### src/logic/srs_pkg.sv
// Shared constants and carrier types of the start-up reset sequencer
package srs_pkg;

    // ****************************************
    // Timing
    // ****************************************
    localparam int CLK_PERIOD_PS = 4000;
    localparam int POWER_SETTLE_NS = 1000;
    // Least time, so round up
    localparam int SETTLE_CYCLES = (POWER_SETTLE_NS * 1000 + CLK_PERIOD_PS - 1) / CLK_PERIOD_PS;
    localparam int SETTLE_W = $clog2(SETTLE_CYCLES + 1);
    localparam logic [SETTLE_W-1:0] SETTLE_LAST = SETTLE_W'(SETTLE_CYCLES - 1);
    localparam int OSC_DIVIDE = 8;
    localparam logic [1:0] DIV_HALF_LAST = 2'(OSC_DIVIDE / 2 - 1);
    localparam logic [1:0] CLK_EDGES_LAST = 2'h1;

    // ****************************************
    // Address map and nonvolatile rows
    // ****************************************
    localparam logic [31:0] FLASH_BASE = 32'h0000_0000;
    localparam logic [31:0] RESET_VECTOR_ADDR = FLASH_BASE;
    localparam int NVM_ADDR_W = 24;
    localparam logic [NVM_ADDR_W-1:0] USER_ROW_ADDR = 24'h80_4000;
    localparam logic [NVM_ADDR_W-1:0] AUTO_CAL_ADDR = 24'h80_6000;
    localparam logic [3:0] CAL_WORDS_LAST = 4'h3;
    localparam logic [3:0] USER_WORDS_LAST = 4'h1;

    // ****************************************
    // Clock and pin defaults
    // ****************************************
    localparam int GCLK_CHANNELS = 16;
    localparam int WDT_CHANNEL = 3;
    localparam logic [GCLK_CHANNELS-1:0] GCLK_EN_RESET = GCLK_CHANNELS'(1) << WDT_CHANNEL;
    localparam logic [3:0] PM_SRC_GEN0 = 4'h0;
    localparam logic [2:0] SYNC_DIV_NONE = 3'h0;
    localparam int GPIO_COUNT = 32;

    // ****************************************
    // Carrier types
    // ****************************************
    typedef struct packed {
        logic valid;
        logic [NVM_ADDR_W-1:0] addr;
    } srs_nvm_req_s;

    typedef struct packed {
        logic valid;
        logic [31:0] data;
    } srs_nvm_rsp_s;

    typedef struct packed {
        logic valid;
        logic [3:0] index;
        logic [31:0] data;
    } srs_cal_write_s;

endpackage

### src/logic/srs_startup_reset_sequencer.sv
// Start-up and reset sequencer: power wait, start-up clock, calibration load, core release
// Behaviour
// - Hold whole chip in reset until power has been stable.
// - After power is stable run from internal oscillator divided by eight.
// - Generator 0 output is the power manager main clock.
// - Default synchronous clocks start undivided from generator 0.
// - Only the watchdog generic clock channel is enabled at start-up.
// - All I/O pins stay undriven until software configures them.
// - Processor fetches its start vectors from address zero, the flash start.
// - Power-on monitor is always enabled and cannot be switched off.
// - Power-on monitor undervoltage resets the entire chip.
// - Core supply brown-out monitor is armed only after start-up completes.
// - Each automatic calibration word is written to its register at start-up.
// - Bus address regions are fixed and never remapped.
// - Regulator runs normal while active, low power only in standby.
// - User row values take effect only at the next reset load.
`timescale 1ns/1ps
`default_nettype none
module srs_startup_reset_sequencer (
    // Clock and reset
    input wire logic ref_clk_in,
    input wire logic rst_n_in,
    // Analog monitors and oscillator pins
    input wire logic power_stable_in,
    input wire logic por_below_threshold_in,
    input wire logic core_brownout_in,
    input wire logic internal_rc_oscillator_in,
    // Standby request from the power manager
    input wire logic standby_req_in,
    // Nonvolatile memory read port
    output var srs_pkg::srs_nvm_req_s nvm_req_out,
    input wire srs_pkg::srs_nvm_rsp_s nvm_rsp_in,
    // Calibration and user configuration
    output var srs_pkg::srs_cal_write_s cal_write_out,
    output logic [63:0] user_cfg_out,
    output logic user_cfg_valid_out,
    // Clock control
    output logic gclk0_clk_out,
    output logic [3:0] pm_clk_src_out,
    output logic [2:0] sync_clk_div_out,
    output logic [srs_pkg::GCLK_CHANNELS-1:0] gclk_chan_en_out,
    // Resets and monitors
    output logic chip_reset_n_out,
    output logic cpu_reset_n_out,
    output logic [31:0] reset_vector_addr_out,
    output logic por_monitor_en_out,
    output logic core_brownout_arm_out,
    output logic regulator_low_power_out,
    // I/O pin enables
    input wire logic [srs_pkg::GPIO_COUNT-1:0] gpio_oe_req_in,
    output logic [srs_pkg::GPIO_COUNT-1:0] gpio_oe_out
);
    import srs_pkg::*;

    // ****************************************
    // Pin synchronisers and start-up clock
    // ****************************************
    logic power_stable_s;
    logic por_below_s;
    logic core_bo_s;
    logic osc_s;
    logic div_clk;
    logic div_rise;

    srs_sync2 #(
        .WIDTH(4)
    ) u_sync (
        .clk_in(ref_clk_in),
        .rst_n_in(rst_n_in),
        .async_in({power_stable_in, por_below_threshold_in, core_brownout_in, internal_rc_oscillator_in}),
        .sync_out({power_stable_s, por_below_s, core_bo_s, osc_s})
    );

    typedef enum logic [2:0] {
        ST_POWER_WAIT,
        ST_CLK_START,
        ST_CAL_READ,
        ST_USER_READ,
        ST_RELEASE,
        ST_RUN
    } srs_state_e;

    srs_state_e state;
    srs_state_e next_state;

    srs_clk_div u_div (
        .clk_in(ref_clk_in),
        .rst_n_in(rst_n_in),
        .osc_in(osc_s),
        .run_in(state != ST_POWER_WAIT),
        .div_clk_out(div_clk),
        .div_rise_out(div_rise)
    );

    // ****************************************
    // Sequence state
    // ****************************************
    logic [SETTLE_W-1:0] settle_cnt;
    logic [SETTLE_W-1:0] next_settle_cnt;
    logic [1:0] edge_cnt;
    logic [1:0] next_edge_cnt;
    logic [3:0] word_idx;
    logic [3:0] next_word_idx;
    srs_nvm_req_s next_nvm_req;
    srs_cal_write_s next_cal_write;
    logic [63:0] next_user_cfg;
    logic next_user_cfg_valid;
    logic next_chip_reset_n;
    logic next_cpu_reset_n;
    logic next_core_bo_arm;
    logic fault;

    always_comb
    begin
        next_state = state;
        next_settle_cnt = settle_cnt;
        next_edge_cnt = edge_cnt;
        next_word_idx = word_idx;
        next_nvm_req = nvm_req_out;
        next_cal_write = '0;
        next_user_cfg = user_cfg_out;
        next_user_cfg_valid = user_cfg_valid_out;
        next_chip_reset_n = chip_reset_n_out;
        next_cpu_reset_n = cpu_reset_n_out;
        next_core_bo_arm = core_brownout_arm_out;
        // Brown-out only counts once armed; before that the core supply may still be settling
        fault = por_below_s || (core_brownout_arm_out && core_bo_s);
        if (fault)
        begin
            // Restart from the top; a user row written since is only picked up now
            next_state = ST_POWER_WAIT;
            next_settle_cnt = '0;
            next_chip_reset_n = 1'b0;
            next_cpu_reset_n = 1'b0;
            next_core_bo_arm = 1'b0;
            next_nvm_req = '0;
            next_user_cfg_valid = 1'b0;
        end
        else
        begin
            unique case (state)
                ST_POWER_WAIT:
                begin
                    next_chip_reset_n = 1'b0;
                    if (!power_stable_s)
                    begin
                        next_settle_cnt = '0;
                    end
                    else if (settle_cnt == SETTLE_LAST)
                    begin
                        next_state = ST_CLK_START;
                        next_chip_reset_n = 1'b1;
                        next_edge_cnt = '0;
                    end
                    else
                    begin
                        next_settle_cnt = settle_cnt + SETTLE_W'(1);
                    end
                end
                ST_CLK_START:
                begin
                    if (div_rise)
                    begin
                        // Wait for running start-up clock before loading anything
                        if (edge_cnt == CLK_EDGES_LAST)
                        begin
                            next_state = ST_CAL_READ;
                            next_word_idx = '0;
                        end
                        else
                        begin
                            next_edge_cnt = edge_cnt + 2'h1;
                        end
                    end
                end
                ST_CAL_READ:
                begin
                    // Request drops for a cycle after each answer so every word is a fresh request
                    if (!nvm_req_out.valid)
                    begin
                        next_nvm_req.valid = 1'b1;
                        next_nvm_req.addr = AUTO_CAL_ADDR + NVM_ADDR_W'({word_idx, 2'b00});
                    end
                    else if (nvm_rsp_in.valid)
                    begin
                        next_nvm_req.valid = 1'b0;
                        next_cal_write.valid = 1'b1;
                        next_cal_write.index = word_idx;
                        next_cal_write.data = nvm_rsp_in.data;
                        if (word_idx == CAL_WORDS_LAST)
                        begin
                            next_state = ST_USER_READ;
                            next_word_idx = '0;
                        end
                        else
                        begin
                            next_word_idx = word_idx + 4'h1;
                        end
                    end
                end
                ST_USER_READ:
                begin
                    if (!nvm_req_out.valid)
                    begin
                        next_nvm_req.valid = 1'b1;
                        next_nvm_req.addr = USER_ROW_ADDR + NVM_ADDR_W'({word_idx, 2'b00});
                    end
                    else if (nvm_rsp_in.valid)
                    begin
                        next_nvm_req.valid = 1'b0;
                        // User row is copied only here, so later writes wait for a reset
                        if (word_idx == USER_WORDS_LAST)
                        begin
                            next_user_cfg[63:32] = nvm_rsp_in.data;
                            next_user_cfg_valid = 1'b1;
                            next_state = ST_RELEASE;
                        end
                        else
                        begin
                            next_user_cfg[31:0] = nvm_rsp_in.data;
                            next_word_idx = word_idx + 4'h1;
                        end
                    end
                end
                ST_RELEASE:
                begin
                    // Align release to the start-up clock so the core sees a clean first edge
                    if (div_rise)
                    begin
                        next_cpu_reset_n = 1'b1;
                        next_core_bo_arm = 1'b1;
                        next_state = ST_RUN;
                    end
                end
                ST_RUN:
                begin
                    next_core_bo_arm = 1'b1;
                end
            endcase
        end
    end

    always_ff @(posedge ref_clk_in or negedge rst_n_in)
    begin
        if (!rst_n_in)
        begin
            state <= ST_POWER_WAIT;
            settle_cnt <= '0;
            edge_cnt <= '0;
            word_idx <= '0;
            nvm_req_out <= '0;
            cal_write_out <= '0;
            user_cfg_out <= '0;
            user_cfg_valid_out <= 1'b0;
            chip_reset_n_out <= 1'b0;
            cpu_reset_n_out <= 1'b0;
            core_brownout_arm_out <= 1'b0;
        end
        else
        begin
            state <= next_state;
            settle_cnt <= next_settle_cnt;
            edge_cnt <= next_edge_cnt;
            word_idx <= next_word_idx;
            nvm_req_out <= next_nvm_req;
            cal_write_out <= next_cal_write;
            user_cfg_out <= next_user_cfg;
            user_cfg_valid_out <= next_user_cfg_valid;
            chip_reset_n_out <= next_chip_reset_n;
            cpu_reset_n_out <= next_cpu_reset_n;
            core_brownout_arm_out <= next_core_bo_arm;
        end
    end

    // ****************************************
    // Clock defaults, pins and regulator
    // ****************************************
    logic next_gclk0;
    logic [GPIO_COUNT-1:0] next_gpio_oe;
    logic next_reg_lp;

    always_comb
    begin
        // Forced low on a fault so the divider's two-cycle lag never shows in power wait
        next_gclk0 = (fault || state == ST_POWER_WAIT) ? 1'b0 : div_clk;
        // Pins stay undriven for as long as the core is held
        next_gpio_oe = cpu_reset_n_out ? gpio_oe_req_in : '0;
        // Low power only while running and asked to sleep; normal through start-up
        next_reg_lp = cpu_reset_n_out && standby_req_in;
    end

    always_ff @(posedge ref_clk_in or negedge rst_n_in)
    begin
        if (!rst_n_in)
        begin
            gclk0_clk_out <= 1'b0;
            pm_clk_src_out <= PM_SRC_GEN0;
            sync_clk_div_out <= SYNC_DIV_NONE;
            gclk_chan_en_out <= GCLK_EN_RESET;
            reset_vector_addr_out <= RESET_VECTOR_ADDR;
            por_monitor_en_out <= 1'b1;
            gpio_oe_out <= '0;
            regulator_low_power_out <= 1'b0;
        end
        else
        begin
            gclk0_clk_out <= next_gclk0;
            pm_clk_src_out <= PM_SRC_GEN0;
            sync_clk_div_out <= SYNC_DIV_NONE;
            gclk_chan_en_out <= GCLK_EN_RESET;
            // Fixed map: no remap input exists, so boot cannot move flash
            reset_vector_addr_out <= RESET_VECTOR_ADDR;
            // No port can clear this
            por_monitor_en_out <= 1'b1;
            gpio_oe_out <= next_gpio_oe;
            regulator_low_power_out <= next_reg_lp;
        end
    end
endmodule // srs_startup_reset_sequencer
`default_nettype wire

### src/logic/srs_sync2.sv
// Two-stage synchroniser for asynchronous pin levels
`timescale 1ns/1ps
`default_nettype none
module srs_sync2 #(
    parameter int WIDTH = 1
) (
    // Clock and reset
    input wire logic clk_in,
    input wire logic rst_n_in,
    // Levels
    input wire logic [WIDTH-1:0] async_in,
    output logic [WIDTH-1:0] sync_out
);
    logic [WIDTH-1:0] meta;

    // Only the second stage is read by anything
    always_ff @(posedge clk_in or negedge rst_n_in)
    begin
        if (!rst_n_in)
        begin
            meta <= '0;
            sync_out <= '0;
        end
        else
        begin
            meta <= async_in;
            sync_out <= meta;
        end
    end
endmodule // srs_sync2
`default_nettype wire

### src/logic/srs_clk_div.sv
// Divide-by-eight of the sampled internal oscillator
`timescale 1ns/1ps
`default_nettype none
module srs_clk_div (
    // Clock and reset
    input wire logic clk_in,
    input wire logic rst_n_in,
    // Oscillator level and enable
    input wire logic osc_in,
    input wire logic run_in,
    // Divided clock
    output logic div_clk_out,
    output logic div_rise_out
);
    import srs_pkg::*;

    logic osc_prev;
    logic [1:0] cnt;
    logic next_osc_prev;
    logic [1:0] next_cnt;
    logic next_div_clk;
    logic next_div_rise;

    always_comb
    begin
        next_osc_prev = osc_in;
        next_cnt = cnt;
        next_div_clk = div_clk_out;
        next_div_rise = 1'b0;
        if (!run_in)
        begin
            next_cnt = '0;
            next_div_clk = 1'b0;
        end
        else if (osc_in && !osc_prev)
        begin
            // Toggle every fourth oscillator edge gives a period of eight
            if (cnt == DIV_HALF_LAST)
            begin
                next_cnt = '0;
                next_div_clk = !div_clk_out;
                next_div_rise = !div_clk_out;
            end
            else
            begin
                next_cnt = cnt + 2'h1;
            end
        end
    end

    always_ff @(posedge clk_in or negedge rst_n_in)
    begin
        if (!rst_n_in)
        begin
            osc_prev <= 1'b0;
            cnt <= '0;
            div_clk_out <= 1'b0;
            div_rise_out <= 1'b0;
        end
        else
        begin
            osc_prev <= next_osc_prev;
            cnt <= next_cnt;
            div_clk_out <= next_div_clk;
            div_rise_out <= next_div_rise;
        end
    end
endmodule // srs_clk_div
`default_nettype wire

### config.mk
export PLATFORM = sky130hd
export DESIGN_NAME = srs_startup_reset_sequencer
export DESIGN_NICKNAME = d
export VERILOG_FILES = /design/src/logic/srs_pkg.sv /design/src/logic/srs_startup_reset_sequencer.sv /design/src/logic/srs_sync2.sv /design/src/logic/srs_clk_div.sv
export SDC_FILE = /design/constraint.sdc
export NUM_CORES = 1
export LEC_CHECK = 0
export BUFFER_PORTS_ARGS = -buffer_cell sky130_fd_sc_hd__buf_2
export CORE_MARGIN = 8
export CORE_UTILIZATION = 52
export CTS_BUF_LIST = sky130_fd_sc_hd__clkbuf_16
export CTS_CLUSTER_SIZE = 16
export DETAILED_ROUTE_END_ITERATION = 10
export HOLD_SLACK_MARGIN = 0.02
export PLACE_DENSITY = 0.85
export RECOVER_POWER = 100
export SYNTH_ARGS = -nofsm -noshare
export SYNTH_HDL_FRONTEND = slang
export SYNTH_SLANG_ARGS = --single-unit
### constraint.sdc
create_clock -name ref_clk_in -period 6.45 [get_ports ref_clk_in]
set_clock_uncertainty 0.2 [all_clocks]
set_input_delay 1.29 -clock ref_clk_in [delete_from_list [all_inputs] [get_ports ref_clk_in]]
set_output_delay 1.29 -clock ref_clk_in [all_outputs]
set_load 0.01 [all_outputs]
* Word level (Yosys, flattened, before mapping)
Index checks and enable logic that the tools add are counted.
** Storage, ports and cells
- Register bits :: 194
- Bits of input ports :: 72
- Logic and storage cells :: 166
** Cells by class
- Add/subtract/negate cells :: 6
- Equal/unequal tests :: 36
- Multiplexer cells :: 66
- Bitwise logic cells :: 2
- Reductions and logical operators :: 32
** Operators with widths (count)
- two-way mux 37 bit :: 4
- one-hot mux 25 bit (2 select lines) :: 1
- adder 24 x 6 -> 24 bit, first input constant :: 2
- two-way mux 24 bit :: 2
- two-way mux 3 bit :: 12
- inequality test 3 bit, second input constant :: 11
- two-way mux 32 bit :: 1
- two-way mux 4 bit :: 8
- two-way mux 8 bit :: 4
- two-way mux 25 bit :: 1
- two-way mux 1 bit :: 22
- inequality test 2 bit, second input constant :: 10
- nonzero test 2 bit :: 8
- one-hot mux 3 bit (5 select lines) :: 1
- two-way mux 2 bit :: 7
- one-hot mux 4 bit (3 select lines) :: 1
- AND reduction 12 bit :: 1
- nonzero test 3 bit :: 4
- AND reduction 5 bit :: 2
- inequality test 3 x 2 -> 1 bit, second input constant :: 3
- AND reduction 9 bit :: 1
- adder 8 x 1 -> 8 bit, second input constant :: 1
- == test 8 bit, second input constant :: 1
- AND reduction 2 bit :: 4
- 21 further kinds :: 30

* Logic depth before layout (Yosys ltp)
- Depth in word-level cells :: 6
- Mapped depth :: 7
- Depth with buffers taken out :: 6

* Cells and area by module
Synthesis repeated with hierarchy kept, for this count alone.
** Unflattened totals
- Cell total of the unflattened synthesis :: 560
- Area, all modules :: 7140.6 um2
** Modules (own cells, without submodules)
- srs_startup_reset_sequencer :: times used 1, cells each 536, area an instance 6712.7 um2
- srs_clk_div :: times used 1, cells each 16, area an instance 227.7 um2
- srs_sync2 :: times used 1, cells each 8, area an instance 200.2 um2

* Worst setup path after synthesis
OpenSTA, ideal clock, no wires.
- Kind :: in2reg
- From :: input nvm_rsp_in[32] (netlist name)
- To :: register user_cfg_out[34]
- Library setup time :: 125 ps
- Data arrival time :: 2524 ps
- Data required time :: 6125 ps
- Setup slack :: 3601 ps
- Stages on the path :: 5
- Buffers on the path :: 1
- Path through :: and2_1 > nand3_1 > nor2_1 > buf_2 > mux2_2
** On the way
- Cells in the longest elaborated chain, start to end :: 1
** Ends and longest elaborated chain
- start, declared :: line srs_startup_reset_sequencer.sv:32 : input wire srs_pkg::srs_nvm_rsp_s nvm_rsp_in,
- AND reduction 5 bit (no line)
- end signal, assigned :: line srs_startup_reset_sequencer.sv:267 : user_cfg_out <= next_user_cfg;
- end, declared :: line srs_startup_reset_sequencer.sv:35 : output logic [63:0] user_cfg_out,
No other way between the ends.
A chain may end at the register's enable or synchronous reset.

==> results by group <==
Outcome
  – Status: finished, violations left
  – Failing checks: capacitance limit, slew limit

Synthesis
  – Unique masters post-synth: 50
  – Post-Synth Simple-Gate Area: 11.96%
  – Main flop type after synthesis: dfrtp_1
  – Mean area per synthesized cell: about 13 um2
  – Synthesized cell area: 7106 um2
  – Main combinational cell family by area after synthesis: simple AND/OR/NAND/NOR gates
  – Ys async rst share: between 90% and 100%
  – Mux contribution to synthesized area: 10.74%
  – FF+latch count, synth: 176
  – Complex-gate fraction of the synthesized area: 4.437%
  – Post-synth EDFFs: 0
  – Post-Synth Adder-Cell Area: 1.057%
  – XOR/XNOR Fraction of Synth Area: less than 1%
  – Yosys warnings: 0
  – Post-Synthesis Cells: about 550
  – Seq/Total Area, Yosys: 61.98%

Placed design
  – GP Congestion: 0.8334
  – Dpl hpwl: 12,260 um
  – Dpl cell area: a little over 8000 um2
  – PortBufs: between 200 and 250

Cells and area
  – Share of cells above drive strength 1: between 20 and 25%
  – Diodes inserted: 0
  – Seq. cell area: 4404 um2
  – Final net count: 849
  – Area growth syn-to-layout: 18.56%
  – Fill cell count: 1,094
  – Design area: 8424 um2
  – Area occupied by multi-input gates: around 2300 um2

Run
  – Max_cap viols: 2

CTS
  – TritonCTS clock tree: built
  – CTS Sinks: 176
  – Hold buffer count at cts: 0
  – # H-tree levels: 4
  – CTS Root Cell: clkbuf_16
  – Worst-path clk slew: 60 ps
  – Skew-Pair Late Insertion Delay: between 400 and 500 ps
  – Postcts setup bufs: 0
  – Clock tree buffer depth: 2
  – Post-CTS Resized: 0
  – Num CTS Buffers: 17

Drt
  – Pre-Repair DR Iteration Count: 4
  – Routed length per instance: 17.68 um
  – Final WL: 16,970 um
  – Via/cell ratio: 4.849
  – Post-route ant nets: 0
  – Initial drt markers: 402
  – Post-route DRC: 0
  – Via count: 4,655

Floorplan
  – Die area: 17,660 um2
  – Core outline area: 13,300 um2
  – Height of the die: 132.9 um
  – Core Rows: 42
  – Die width: ~130 um
  – Initial Utilization: 53.44%
  – Io pins: 292

Worst setup path
  – CP peak stage delay: 2100 ps
  – Critical setup path kind: in -> async
  – Worst Path Arrival: 4440 ps
  – Critical Path, Cell by Cell: clkbuf_1 -> buf_4
  – Delay-heaviest family, CP: buffers and inverters
  – Startpoint types: primary input
  – Crit Path Max Fanout: 72
  – Critical-path top delay cell: clkbuf_1
  – Setup crit end kind: asynchronous set/reset pin
  – Buf/Inv on CP: 2
  – WP data required: around 6700 ps

Global route
  – Global-route wire length before repair: 27,060 um
  – Initial antenna violation count: 1
  – Vias in the first global route: about 5,000
  – Total global routing overflow: 0
  – GRT Overall Usage: 19.29%
  – Largest net degree at the start of global routing: 73

STA
  – RSZ-0062 raised after global routing: no
  – Final hold violations: 0
  – Final setup violating endpoints: 0
  – Slew Limit Fails: 93
  – Setup TNS: 0 ps
  – Fmax: between 200 and 250 MHz
  – Final min period: 4211 ps
  – Worst Tran Pin Value: a little over 3000 ps
  – Relative slew slack: -101.8%
  – Final period util: 65.29%

Power and ir drop
  – PwrDens: 252.9 nW/um2
  – VDD IR-drop max: 292.6 uV
  – Pleak: around 4.2 nW

Worst hold path
  – Worst hold path type: reg -> reg
[final cells by class]
type,instances,area share (%)
well taps,176,2.614
repair buffers,222,11.02
flip-flops and latches,176,52.28
multi-input cells,347,27.30
inverters,7,0.3119
clock buffers,17,5.050
clock inverters,15,1.426
[worst paths after layout]
check | startpoint | to | slack [ps] | cells after the start
worst max-delay path | rst_n_in | u_sync.meta[2]$_DFF_PN0_ | 2240 | 2
max in group ref_clk_in | core_brownout_arm_out$_DFFE_PN0P_ | user_cfg_out[30]$_DFFE_PN0P_ | 2240 | 5
min in group asynchronous | rst_n_in | chip_reset_n_out$_DFFE_PN0P_ | 1650 | 1
worst max register to register | core_brownout_arm_out$_DFFE_PN0P_ | user_cfg_out[30]$_DFFE_PN0P_ | 2240 | 5
worst min register to register | u_sync.meta[1]$_DFF_PN0_ | u_sync.sync_out[1]$_DFF_PN0_ | 150 | 0
worst min-delay path | u_sync.meta[1]$_DFF_PN0_ | u_sync.sync_out[1]$_DFF_PN0_ | 150 | 0
[stage by stage]
stage                     power (mW)  worst slack, ps  utilization, %  cells  hold WS, ps
final                          2.131             2239           63.36    960        149.2
after floorplan                1.188             3601               -    624        131.2
after global routing           2.214             1515           63.36    960        154.9
after global placement         1.203             2947           60.84    928        132.7
after detailed placement       1.205             2871           60.84    928        136.3
after CTS                      2.152             3089           64.94    960        150.1
[routing by layer]
metal / GRT usage [%] / vias to the layer above / share of wire (%)
li1: - / 2151 / -
met1: 21.20 / 2288 / 38
met2: 33.88 / 193 / 53
met3: 6.927 / 21 / 7.3
met4: 6.309 / 2 / 1.8
met5: 0 / - / 0.071
[cell usage after synthesis, types with 3 or more instances]
cell type / number / area, um2
nand3_1: 5 / 25.02
nor3b_1: 3 / 22.52
o22ai_1: 4 / 25.02
or3_1: 3 / 18.77
buf_4: 74 / 555.5
buf_2: 6 / 30.03
inv_1: 7 / 26.28
and2_1: 68 / 425.4
dfrtp_1: 176 / 4404
nor2_1: 20 / 75.07
nand2b_1: 3 / 18.77
a21oi_1: 14 / 70.07
a21o_1: 3 / 22.52
mux2_2: 64 / 720.7
o21ai_0: 11 / 55.05
nand4b_1: 4 / 35.03
nand4_1: 4 / 25.02
clkbuf_1: 12 / 45.04
ha_1: 6 / 75.07
a31o_2: 3 / 26.28
nand2_1: 16 / 60.06
nor3_1: 10 / 50.05
[placed cells by master (no fill, tap or decap), drive strengths merged, types with 8 or more instances in the layout]
master / synthesis / layout
buf: 81 / 72
o21ai: 11 / 11
conb: 2 / 73
dfrtp: 176 / 176
a21oi: 14 / 14
nor3: 11 / 11
inv: 7 / 10
clkbuf: 13 / 167
clkinv: 0 / 8
and2: 68 / 68
nand2: 16 / 16
nor2: 20 / 20
mux2: 66 / 66
[state kept, by name, summed over array words and instances, names as in the netlist, 2 cells and up]
register	flops
user_cfg_out	64
cal_write_out	37
gpio_oe_out	32
settle_cnt	8
nvm_req_out	7
u_sync.meta	4
u_sync.sync_out	4
word_idx	4
state	3
edge_cnt	2
u_div.cnt	2
[where the power goes]
group | internal [mW] | total, mW | switching [mW] | leakage, nW
Combinational | 0.0185 | 0.0756 | 0.0571 | 1.52
Clock | 0.527 | 0.946 | 0.419 | 0.261
Sequential | 1.11 | 1.11 | 0.00222 | 2.43
[kinds of logic after synthesis]
group | after synthesis
flip-flops | 176
AND/OR/NAND/NOR | 149
buffers and inverters | 101
multiplexers | 68
AO/OA/AOI/OAI | 49
adder cells (fa/ha/maj) | 6
other | 2
XOR/XNOR | 2
Power figures use the tool's default switching activity.
